<file path="config.mk">
export PLATFORM = sky130hd
export DESIGN_NAME = qcr_clock_reset_ctrl
export DESIGN_NICKNAME = d
export VERILOG_FILES = /design/src/qcr_pkg.sv /design/src/qcr_brg_if.sv /design/src/qcr_baud_gen.sv /design/src/qcr_clock_reset_ctrl.sv
export SDC_FILE = /design/constraint.sdc
export NUM_CORES = 1
export LEC_CHECK = 0
export ABC_CLOCK_PERIOD_IN_PS = 9600
export BUFFER_PORTS_ARGS = -buffer_cell sky130_fd_sc_hd__buf_2
export CAP_MARGIN = 10
export CORE_AREA = 2 2 150 152
export CTS_CLUSTER_SIZE = 16
export DETAILED_ROUTE_END_ITERATION = 7
export DIE_AREA = 0 0 152 154
export PLACE_DENSITY = 0.66
export SLEW_MARGIN = 20
export SYNTH_ARGS = -nofsm -noshare
export SYNTH_HDL_FRONTEND = slang
export SYNTH_SLANG_ARGS = --single-unit
export TNS_END_PERCENT = 5
</file>
<file path="constraint.sdc">
create_clock -name CLK -period 9.6 [get_ports CLK]
set_input_delay 0.96 -clock CLK [delete_from_list [all_inputs] [get_ports CLK]]
set_output_delay 0.96 -clock CLK [all_outputs]
set_load 0.1 [all_outputs]
</file>
<file path="src/qcr_pkg.sv">
// shared constants and types for the quad channel clock and reset control
`default_nettype none
package qcr_pkg;
  localparam int NUM_CH = 4;
  localparam int DIV_W = 16;
  localparam int CH_C_INDEX = 2;
  localparam int FIFO_DEPTH = 128;
  localparam int MODEM_CTRL_PRESCALE_BIT = 7;
  localparam int CLK_PERIOD_NS = 50;
  localparam int RESET_MIN_NS = 40;
  localparam int RESET_MIN_CYC_RAW = (RESET_MIN_NS + CLK_PERIOD_NS - 1) / CLK_PERIOD_NS;
  localparam int RESET_MIN_CYC = (RESET_MIN_CYC_RAW < 1) ? 1 : RESET_MIN_CYC_RAW;
  localparam logic [1:0] RESET_MIN_CNT = 2'(RESET_MIN_CYC);
  localparam logic [1:0] RST_CNT_MAX = 2'h3;
  localparam logic [1:0] PWRUP_HOLD_CNT = 2'h3;
  localparam logic [1:0] PRESCALE_DIV1_LAST = 2'h0;
  localparam logic [1:0] PRESCALE_DIV4_LAST = 2'h3;
  localparam logic [DIV_W-1:0] DIV_RELOAD_EDGE = 16'h0001;

  typedef enum logic [2:0] {
    QCR_RS_POWERUP = 3'h1,
    QCR_RS_HELD = 3'h2,
    QCR_RS_RUN = 3'h4
  } qcr_rst_state_t;
endpackage : qcr_pkg
`default_nettype wire

</file>
<file path="src/qcr_brg_if.sv">
// link between the control logic and one channel baud generator
`timescale 1ns/1ps
`default_nettype none
interface qcr_brg_if;
  import qcr_pkg::*;
  logic dev_rst;
  logic src_tick;
  logic div4;
  logic [DIV_W-1:0] divisor;
  logic tick;
  logic bclk;
  modport gen (input dev_rst, input src_tick, input div4, input divisor, output tick, output bclk);
  modport ctl (output dev_rst, output src_tick, output div4, output divisor, input tick, input bclk);
endinterface : qcr_brg_if
`default_nettype wire

</file>
<file path="src/qcr_baud_gen.sv">
// one channel baud generator: prescaler then divisor, 16x tick and clock out
`timescale 1ns/1ps
`default_nettype none
module qcr_baud_gen (
  input wire logic clk,
  input wire logic rst_n,
  qcr_brg_if.gen brg
);
  import qcr_pkg::*;

  typedef struct packed {
    logic [1:0] pre_cnt;
    logic [DIV_W-1:0] cnt;
    logic tick;
    logic bclk;
  } qcr_brg_state_t;

  localparam qcr_brg_state_t BRG_RESET = '{default: '0};

  qcr_brg_state_t st_reg;
  qcr_brg_state_t st_next;

  ////////////////////////////////////////////////////////////////////////////
  always_comb begin
    logic [1:0] pre_last;
    pre_last = brg.div4 ? PRESCALE_DIV4_LAST : PRESCALE_DIV1_LAST;
    st_next = st_reg;
    st_next.tick = 1'b0;
    if (brg.dev_rst) begin
      st_next = BRG_RESET;
    end else if (brg.src_tick) begin
      if (st_reg.pre_cnt >= pre_last) begin
        st_next.pre_cnt = '0;
        if (st_reg.cnt <= DIV_RELOAD_EDGE) begin
          st_next.cnt = brg.divisor;
          st_next.tick = 1'b1;
        end else begin
          st_next.cnt = DIV_W'(st_reg.cnt - DIV_RELOAD_EDGE);
        end
      end else begin
        st_next.pre_cnt = 2'(st_reg.pre_cnt + 2'h1);
      end
    end
    // high for the upper half of the count, square at even divisors
    st_next.bclk = !brg.dev_rst && (st_next.cnt > {1'b0, brg.divisor[DIV_W-1:1]});
  end

  always_ff @(posedge clk or negedge rst_n) begin
    if (!rst_n) begin
      st_reg <= BRG_RESET;
    end else begin
      st_reg <= st_next;
    end
  end

  assign brg.tick = st_reg.tick;
  assign brg.bclk = st_reg.bclk;
endmodule : qcr_baud_gen
`default_nettype wire

</file>
<file path="src/qcr_clock_reset_ctrl.sv">
// shared straps, reset, prescale and baud clocks of the four channel uart
//
// Operation
// - strap high Intel bus, low Motorola bus
// - prescale strap sampled only during reset
// - strap high divide by 1, low by 4
// - modem control bit 7 overrides prescale later
// - each channel drives 16x baud clock out
// - channel C clocked from its dedicated input
// - Intel mode reset active high, 40 ns
// - in reset, transmit high, receive ignored
// - Motorola mode reset active low, 40 ns
// - strobes and select all low: factory test
// - four channels, each its own registers
// - each channel has 128-byte fifos
`timescale 1ns/1ps
`default_nettype none
module qcr_clock_reset_ctrl (
  input wire logic CLK,
  input wire logic RESET_N,
  input wire logic BUS_STYLE_STRAP,
  input wire logic PRESCALE_STRAP,
  input wire logic RESET_PIN,
  input wire logic READ_STROBE_N,
  input wire logic WRITE_STROBE_N,
  input wire logic [qcr_pkg::NUM_CH-1:0] CHIP_SELECT_N,
  input wire logic THIRD_CHANNEL_CLOCK_IN,
  input wire logic [qcr_pkg::NUM_CH-1:0] MODEM_CONTROL_WE,
  input wire logic [7:0] MODEM_CONTROL_WDATA,
  input wire logic [qcr_pkg::NUM_CH*qcr_pkg::DIV_W-1:0] BAUD_DIVISOR,
  input wire logic [qcr_pkg::NUM_CH-1:0] CHANNEL_TX_IN,
  input wire logic [qcr_pkg::NUM_CH-1:0] SERIAL_RX_IN,
  output logic OSCILLATOR_OUT,
  output logic BAUD_CLOCK_OUT_A,
  output logic BAUD_CLOCK_OUT_B,
  output logic BAUD_CLOCK_OUT_C,
  output logic BAUD_CLOCK_OUT_D,
  output logic [qcr_pkg::NUM_CH-1:0] BAUD_TICK,
  output logic [qcr_pkg::NUM_CH-1:0] SERIAL_TX_OUT,
  output logic [qcr_pkg::NUM_CH-1:0] CHANNEL_RX_OUT,
  output logic [qcr_pkg::NUM_CH-1:0] PRESCALE_DIV4,
  output logic INTEL_MODE,
  output logic DEVICE_RESET,
  output logic FACTORY_TEST
);
  import qcr_pkg::*;

  ////////////////////////////////////////////////////////////////////////////
  // helpers

  function automatic logic qcr_reset_level(input logic intel, input logic level);
    qcr_reset_level = intel ? level : !level;
  endfunction : qcr_reset_level

  function automatic logic qcr_selected(input logic intel, input logic [NUM_CH-1:0] cs_n);
    // Motorola style has a single select on the first line
    qcr_selected = intel ? !(&cs_n) : !cs_n[0];
  endfunction : qcr_selected

  ////////////////////////////////////////////////////////////////////////////
  // state

  typedef struct packed {
    logic bus_meta;
    logic bus_sync;
    logic ps_meta;
    logic ps_sync;
    logic rpin_meta;
    logic rpin_sync;
    logic rd_meta;
    logic rd_sync;
    logic wr_meta;
    logic wr_sync;
    logic [NUM_CH-1:0] cs_meta;
    logic [NUM_CH-1:0] cs_sync;
    logic chc_meta;
    logic chc_sync;
    logic chc_prev;
    logic chc_tick;
    logic [NUM_CH-1:0] rx_meta;
    logic [NUM_CH-1:0] rx_sync;
    qcr_rst_state_t rst_state;
    logic [1:0] pwr_cnt;
    logic [1:0] rst_cnt;
    logic dev_rst;
    logic intel_mode;
    logic strap_div4;
    logic [NUM_CH-1:0] ovr_valid;
    logic [NUM_CH-1:0] ovr_div4;
    logic [NUM_CH-1:0] eff_div4;
    logic [NUM_CH-1:0] tx_out;
    logic [NUM_CH-1:0] rx_out;
    logic factory_test;
    logic osc_out;
  } qcr_ctl_state_t;

  localparam qcr_ctl_state_t CTL_RESET = '{
    bus_meta: 1'b1,
    bus_sync: 1'b1,
    ps_meta: 1'b1,
    ps_sync: 1'b1,
    rpin_meta: 1'b0,
    rpin_sync: 1'b0,
    rd_meta: 1'b1,
    rd_sync: 1'b1,
    wr_meta: 1'b1,
    wr_sync: 1'b1,
    cs_meta: '1,
    cs_sync: '1,
    chc_meta: 1'b0,
    chc_sync: 1'b0,
    chc_prev: 1'b0,
    chc_tick: 1'b0,
    rx_meta: '1,
    rx_sync: '1,
    rst_state: QCR_RS_POWERUP,
    pwr_cnt: 2'h0,
    rst_cnt: 2'h0,
    dev_rst: 1'b1,
    intel_mode: 1'b1,
    strap_div4: 1'b0,
    ovr_valid: '0,
    ovr_div4: '0,
    eff_div4: '0,
    tx_out: '1,
    rx_out: '1,
    factory_test: 1'b0,
    osc_out: 1'b0
  };

  qcr_ctl_state_t st_reg;
  qcr_ctl_state_t st_next;
  logic rst_meta_reg;
  logic rst_sync_reg;

  ////////////////////////////////////////////////////////////////////////////
  // power-on reset release

  always_ff @(posedge CLK or negedge RESET_N) begin
    if (!RESET_N) begin
      rst_meta_reg <= 1'b0;
      rst_sync_reg <= 1'b0;
    end else begin
      rst_meta_reg <= 1'b1;
      rst_sync_reg <= rst_meta_reg;
    end
  end

  ////////////////////////////////////////////////////////////////////////////
  // next state

  always_comb begin
    logic pin_active;
    logic qualified;
    pin_active = 1'b0;
    qualified = 1'b0;
    st_next = st_reg;

    // every strap, strobe, select, reset pin, channel C clock and receive pin passes two flops before use
    st_next.bus_meta = BUS_STYLE_STRAP;
    st_next.bus_sync = st_reg.bus_meta;
    st_next.ps_meta = PRESCALE_STRAP;
    st_next.ps_sync = st_reg.ps_meta;
    st_next.rpin_meta = RESET_PIN;
    st_next.rpin_sync = st_reg.rpin_meta;
    st_next.rd_meta = READ_STROBE_N;
    st_next.rd_sync = st_reg.rd_meta;
    st_next.wr_meta = WRITE_STROBE_N;
    st_next.wr_sync = st_reg.wr_meta;
    st_next.cs_meta = CHIP_SELECT_N;
    st_next.cs_sync = st_reg.cs_meta;
    st_next.chc_meta = THIRD_CHANNEL_CLOCK_IN;
    st_next.chc_sync = st_reg.chc_meta;
    st_next.rx_meta = SERIAL_RX_IN;
    st_next.rx_sync = st_reg.rx_meta;

    st_next.intel_mode = st_reg.bus_sync;

    // reset pin polarity follows the bus style
    pin_active = qcr_reset_level(st_reg.bus_sync, st_reg.rpin_sync);
    if (!pin_active) begin
      st_next.rst_cnt = 2'h0;
    end else if (st_reg.rst_cnt != RST_CNT_MAX) begin
      st_next.rst_cnt = 2'(st_reg.rst_cnt + 2'h1);
    end
    // pulse shorter than one clock may be missed: the clock is the limit
    qualified = pin_active && (st_next.rst_cnt >= RESET_MIN_CNT);

    case (st_reg.rst_state)
      QCR_RS_POWERUP: begin
        // hold until the strap synchronisers carry real pin levels
        st_next.pwr_cnt = 2'(st_reg.pwr_cnt + 2'h1);
        if (st_reg.pwr_cnt == PWRUP_HOLD_CNT) begin
          st_next.rst_state = qualified ? QCR_RS_HELD : QCR_RS_RUN;
        end
      end
      QCR_RS_HELD: begin
        if (!pin_active) begin
          st_next.rst_state = QCR_RS_RUN;
        end
      end
      QCR_RS_RUN: begin
        if (qualified) begin
          st_next.rst_state = QCR_RS_HELD;
        end
      end
      default: begin
        st_next.rst_state = QCR_RS_POWERUP;
      end
    endcase
    // resets every channel register set and its 128-byte fifos
    st_next.dev_rst = (st_next.rst_state != QCR_RS_RUN);

    if (st_reg.dev_rst) begin
      st_next.strap_div4 = !st_reg.ps_sync;
      st_next.ovr_valid = '0;
      st_next.ovr_div4 = '0;
    end else begin
      for (int i = 0; i < NUM_CH; i++) begin
        if (MODEM_CONTROL_WE[i]) begin
          st_next.ovr_valid[i] = 1'b1;
          st_next.ovr_div4[i] = MODEM_CONTROL_WDATA[MODEM_CTRL_PRESCALE_BIT];
        end
      end
    end
    for (int i = 0; i < NUM_CH; i++) begin
      if (st_next.ovr_valid[i]) begin
        st_next.eff_div4[i] = st_next.ovr_div4[i];
      end else begin
        // strap ratio stands until software writes this channel
        st_next.eff_div4[i] = st_next.strap_div4;
      end
    end

    // line idle while reset stands, receive data discarded
    if (st_next.dev_rst) begin
      st_next.tx_out = '1;
      st_next.rx_out = '1;
    end else begin
      st_next.tx_out = CHANNEL_TX_IN;
      st_next.rx_out = st_reg.rx_sync;
    end

    // a plain level, no latch: test mode ends once a strobe rises or the decoded select goes inactive
    st_next.factory_test = !st_reg.rd_sync && !st_reg.wr_sync
      && qcr_selected(st_reg.bus_sync, st_reg.cs_sync);

    // rising edge of the dedicated input drives channel C
    // prev resets low like the idle oscillator copy, so no false edge
    st_next.chc_prev = st_reg.chc_sync;
    st_next.chc_tick = st_reg.chc_sync && !st_reg.chc_prev;

    // buffered oscillator copy at half rate, kept on a flop
    st_next.osc_out = !st_reg.osc_out;
  end

  always_ff @(posedge CLK or negedge rst_sync_reg) begin
    if (!rst_sync_reg) begin
      st_reg <= CTL_RESET;
    end else begin
      st_reg <= st_next;
    end
  end

  ////////////////////////////////////////////////////////////////////////////
  // channel baud generators

  qcr_brg_if brg_if [NUM_CH] ();
  logic [NUM_CH-1:0] bclk_w;

  genvar gi;
  generate
    for (gi = 0; gi < NUM_CH; gi++) begin : g_ch
      assign brg_if[gi].dev_rst = st_reg.dev_rst;
      // others run off the oscillator; the input needs at most half CLK rate
      assign brg_if[gi].src_tick = (gi == CH_C_INDEX) ? st_reg.chc_tick : 1'b1;
      assign brg_if[gi].div4 = st_reg.eff_div4[gi];
      assign brg_if[gi].divisor = BAUD_DIVISOR[gi*DIV_W +: DIV_W];
      assign BAUD_TICK[gi] = brg_if[gi].tick;
      assign bclk_w[gi] = brg_if[gi].bclk;
      qcr_baud_gen u_brg (
        .clk(CLK),
        .rst_n(rst_sync_reg),
        .brg(brg_if[gi])
      );
    end
  endgenerate

  ////////////////////////////////////////////////////////////////////////////
  // outputs

  assign BAUD_CLOCK_OUT_A = bclk_w[0];
  assign BAUD_CLOCK_OUT_B = bclk_w[1];
  assign BAUD_CLOCK_OUT_C = bclk_w[2];
  assign BAUD_CLOCK_OUT_D = bclk_w[3];
  assign OSCILLATOR_OUT = st_reg.osc_out;
  assign SERIAL_TX_OUT = st_reg.tx_out;
  assign CHANNEL_RX_OUT = st_reg.rx_out;
  assign PRESCALE_DIV4 = st_reg.eff_div4;
  assign INTEL_MODE = st_reg.intel_mode;
  assign DEVICE_RESET = st_reg.dev_rst;
  assign FACTORY_TEST = st_reg.factory_test;
endmodule : qcr_clock_reset_ctrl
`default_nettype wire

</file>
# ---- Word level (Yosys, flattened, before mapping)
# Cells that the tools add are included.
dict set report classes {
  eq_ne 6
  addsub 10
  n_reduce_logical 19
  n_lt_le_gt_ge 13
  mux 49
}
# operator count
set ops {}
lappend ops {{2-to-1 mux 19 bit} 5}
lappend ops {{2-to-1 mux 17 bit} 4}
lappend ops {{> comparator 16 x 15 -> 1 bit} 4}
lappend ops {{<= comparator 16 x 1 -> 1 bit, second input constant} 4}
lappend ops {{2-to-1 mux 16 bit} 4}
lappend ops {{subtractor 16 x 1 -> 16 bit, second input constant} 4}
lappend ops {{2-to-1 mux 2 bit} 10}
lappend ops {{2-to-1 mux 1 bit} 19}
lappend ops {{2-to-1 mux 8 bit} 2}
lappend ops {{adder 2 x 1 -> 2 bit, second input constant} 6}
lappend ops {{2-to-1 mux 3 bit} 4}
lappend ops {{zero test 1 bit} 9}
lappend ops {{one-hot mux 3 bit (3 select lines)} 1}
lappend ops {{>= comparator 2 bit} 4}
lappend ops {{logical AND 1 bit} 8}
lappend ops {{AND reduction 4 bit} 1}
lappend ops {{== test 3 x 1 -> 1 bit, second input constant} 1}
lappend ops {{== test 3 x 2 -> 1 bit, second input constant} 1}
lappend ops {{== test 3 bit, second input constant} 1}
lappend ops {{!= test 3 bit, second input constant} 1}
lappend ops {{== test 2 bit, second input constant} 1}
lappend ops {{>= comparator 2 x 1 -> 1 bit, second input constant} 1}
lappend ops {{!= test 2 bit, second input constant} 1}
lappend ops {{nonzero test 2 bit} 1}
dict set report totals {
  in_bits 96
  ff_bits 144
  wordCells 146
  out_inout_bits 24
}

# ---- Longest topological paths before layout
dict set report logic_depth {
  ltp_word 10
  ltp_mapped 15
  mapped_depth_nobuf 13
}

# ---- Hierarchy
# A second synthesis with hierarchy kept.
dict set report hier_totals {
  cells_unflattened 960
  area_unflattened_um2 9115.0
}
# module n_inst seq_area_each_um2 area_each_um2 cells_per_inst
set modules_own_cells {}
lappend modules_own_cells {qcr_baud_gen 4 500.5 1761.7 207}
lappend modules_own_cells {qcr_clock_reset_ctrl 1 1595.3 2068.2 132}

# ---- Worst setup path before layout
# OpenSTA, ideal clock, no wires.
dict set report synth_timing {
  path_type {reg-to-reg}
  startpoint {register g_ch[3].u_brg.st_reg[10] (netlist bit)}
  endpoint {register g_ch[3].u_brg.st_reg (netlist bit g_ch[3].u_brg.brg.bclk)}
  setup_ns 0.142
  required_time_ns 9.458
  path_slack_ns 6.280
  arrival_ns 3.178
  stages_incl_launch_ff 13
  path_buffers 1
  period_less_slack_ns 3.320
  path_cell_list {dfrtp_1 -> or4_4 -> or3_1 -> buf_6 -> nor2_2 -> o21ai_0 -> a221oi_1 -> ha_1 -> nand3_1 -> nand2_1 -> a2111o_1 -> o311ai_0 -> o211ai_1}
}
# item line_no
set synth_rtl {}
lappend synth_rtl {{from (decl)} qcr_baud_gen.sv:20} ;# qcr_brg_state_t st_reg;
lappend synth_rtl {{from (signal assigned)} qcr_baud_gen.sv:52} ;# st_reg <= st_next;

==> out/metrics.yaml <==
outcome: "complete, no violations"
post-dp-hpwl_mm: 14.8
timing.slew.headroom_pct: 30.4
drt-initial-drc-count: 462
clock_skew_ps: 11.5
type_of_origin_of_the_critical_path: "flip-flop"
drt-total-wl_mm: 20.8
tightestPinTransition_ps: 1040
clock_tree_from_tritoncts: "built"
grtUsageTotal_pct: 18.2
syn-cell-area_um2: 8620
tritoncts.num_buffers: 17
hold_buffer_count_at_cts: 0
cts_sinks: 142
synth-async-reset-ratio_pct: 100
die_area_um2: 23400
drt_first_pass_iters: 5
synth.distinct_cells: 70
io-pin-count: 120
crit_path_max_fanout: 16
ys_warn_count: 0
worstSetupEndpointType: "flip-flop"
setup_viol: 0
clk-insertion-delay-late_ps: 420
clock_tree.htree_level_count: 4
ys_seq_elements: 142
route.detailed.wl_per_inst_um: 15.9
layout_commonest_cell: "inv_1"
start_util_pct: 39.7
grt_pass1_vias: 7157
post_synth_inst_count: 932
detailroute.via_count: 7287
detail_route.drc_violations: 0
placeableCoreArea_um2: 21700
vias_per_cell: 5.56
cts_setup_buffers: 0
ctsRootBufferMaster: "clkbuf_16"
cp.arrival_ps: 4480
post-route-period-util_pct: 44.0
grt-ovfl-total: 0
cts.path.max_buffers: 2
fin_setup_tns_ps: 0
cp_data_required_time_ps: 9860
count_of_flip_flops_with_a_built_in_enable_after_synthesis: 0
fmax_ghz: 0.237
drive_above_1_share_pct: 20.5
regToRegStartpoint: "g_ch[2].u_brg.st_reg[4]$_DFF_PN0_"
final.fill_count: 2086
global_route_wire_length_before_repair_mm: 35.1
antenna_found_initial: 1
place.gp.congestion: 0.885
worst_setup_path_startpoint: "g_ch[2].u_brg.st_reg[4]$_DFF_PN0_"
hold_class: "in2async"
flow.area_growth_from_synthesis_pct: 14.6
cts.reportedPaths.clkPinSlew_ps: 70
timing.final.max_slew_violations: 0
mean_instance_size_in_the_synthesized_netlist_um2: 9.25
port-buffer-count: 112
fp.dieW_um: 152
grt_start_max_net_pins: 72
drv_cap: 0
crit_type: "reg2reg"
core.rowCount: 54
most-common-layout-cells: "inv_1 (114), buf_2 (112), dfrtp_1 (106)"
antenna_violating_nets_post_route: 0
finalWorstPathRequiredPeriod_ps: 4220
share_of_the_yosys_chip_area_belonging_to_registers_pct: 41.7
die_height_um: 154
post_cts_resized: 0
final_hold_viol_count: 0
synthesized_netlist_net_count: 1105
num-nets-final: 1189
yosys_most_used_dff: "dfrtp_1"
largest_reg_flops: 72
rsz0062_at_grt: "false"
-- stage by stage --
stage / cells / area [um2] / hold WS (ps) / utilization [%] / worst slack [ps]
floorplan: 932 / 8620 / 331 / - / 5410
finish: 1310 / 9870 / 305 / 45.5 / 5380
global route: 1309 / 9870 / 283 / 45.5 / 5100
global placement: 1277 / 9300 / 333 / 42.9 / 5500
CTS: 1309 / 9870 / 280 / 45.5 / 5430
detailed placement: 1277 / 9300 / 337 / 42.9 / 5450
-- worst max-delay path: stages, from the launching register on --
cell      delay, ps
dfrtp_1         450
nor4_2          650
nand2b_1        300
nor2_1          860
a32oi_1          90
o221a_2         340
ha_1            320
a2111o_1        430
o41ai_1         410
o31ai_1         190
-- layer usage --
layer  wire length [um]  vias up  GRT usage, %  share of wire [%]
met5                  0        -             0                  0
met2               9900      193          29.9                 47
met1               9590     3516          24.3                 46
met4                393        0          6.68                1.9
met3                958       29          3.24                4.6
li1                   -     3549             -                  -
-- synthesized netlist by cell type, types with 10 or more instances --
| cell type | count | area [um2] |
|---|---|---|
| nand2_1 | 47 | 176 |
| buf_4 | 16 | 120 |
| o32ai_1 | 10 | 87.6 |
| o21a_1 | 10 | 75.1 |
| a22o_1 | 13 | 114 |
| a211oi_1 | 12 | 90.1 |
| dfrtp_1 | 107 | 2680 |
| nand4_1 | 15 | 93.8 |
| or2_2 | 11 | 68.8 |
| a221oi_1 | 21 | 184 |
| o21ai_0 | 65 | 325 |
| or3_1 | 16 | 100 |
| a21o_1 | 10 | 75.1 |
| dfstp_2 | 35 | 920 |
| a21oi_1 | 58 | 290 |
| nor2_1 | 56 | 210 |
| mux2i_1 | 11 | 110 |
| nor3_1 | 35 | 175 |
| ha_1 | 77 | 963 |
| clkbuf_1 | 30 | 113 |
| nand3_1 | 27 | 135 |
| nor4_1 | 12 | 75.1 |
| inv_1 | 114 | 428 |
| nand2b_1 | 12 | 75.1 |
-- path summary, 6_finish.rpt --
kind	endpoint	slack [ps]	depth (start not counted)
setup / recovery	g_ch[2].u_brg.brg.bclk$_DFF_PN0_	5380	9
min in group CLK	rst_sync_reg$_DFF_PN0_	350	0
setup reg to reg	g_ch[2].u_brg.brg.bclk$_DFF_PN0_	5380	9
hold reg to reg	rst_sync_reg$_DFF_PN0_	350	0
hold / removal	rst_sync_reg$_DFF_PN0_	310	1
max in group asynchronous	g_ch[3].u_brg.st_reg[6]$_DFF_PN0_	7680	1
-- logic make-up (layout without fill, tap and decap cells) --
group,after synthesis,after routing,synth area share (%)
compound gates,263,263,20.7
simple gates,262,262,15.9
buf+inv,166,263,8.07
flops,142,142,41.7
fa+ha+maj,77,77,11.2
mux,15,15,1.80
xor+xnor,6,6,0.610
other cells,1,2,0.0435
-- layout make-up --
| type | count | area [um2] | share of cell area (%) |
|---|---|---|---|
| diodes | 1 | 2.50 | 0.0253 |
| clock buffers | 19 | 453 | 4.59 |
| clock inverters | 13 | 115 | 1.17 |
| inverters | 114 | 428 | 4.33 |
| multi-input cells | 624 | 4320 | 43.8 |
| flip-flops and latches | 142 | 3600 | 36.5 |
| well taps | 280 | 350 | 3.55 |
| repair buffers | 117 | 598 | 6.06 |
Power is left out: the tool's default activity adds up to more than one toggle a clock period on the data nets, which glitch-free logic cannot reach.
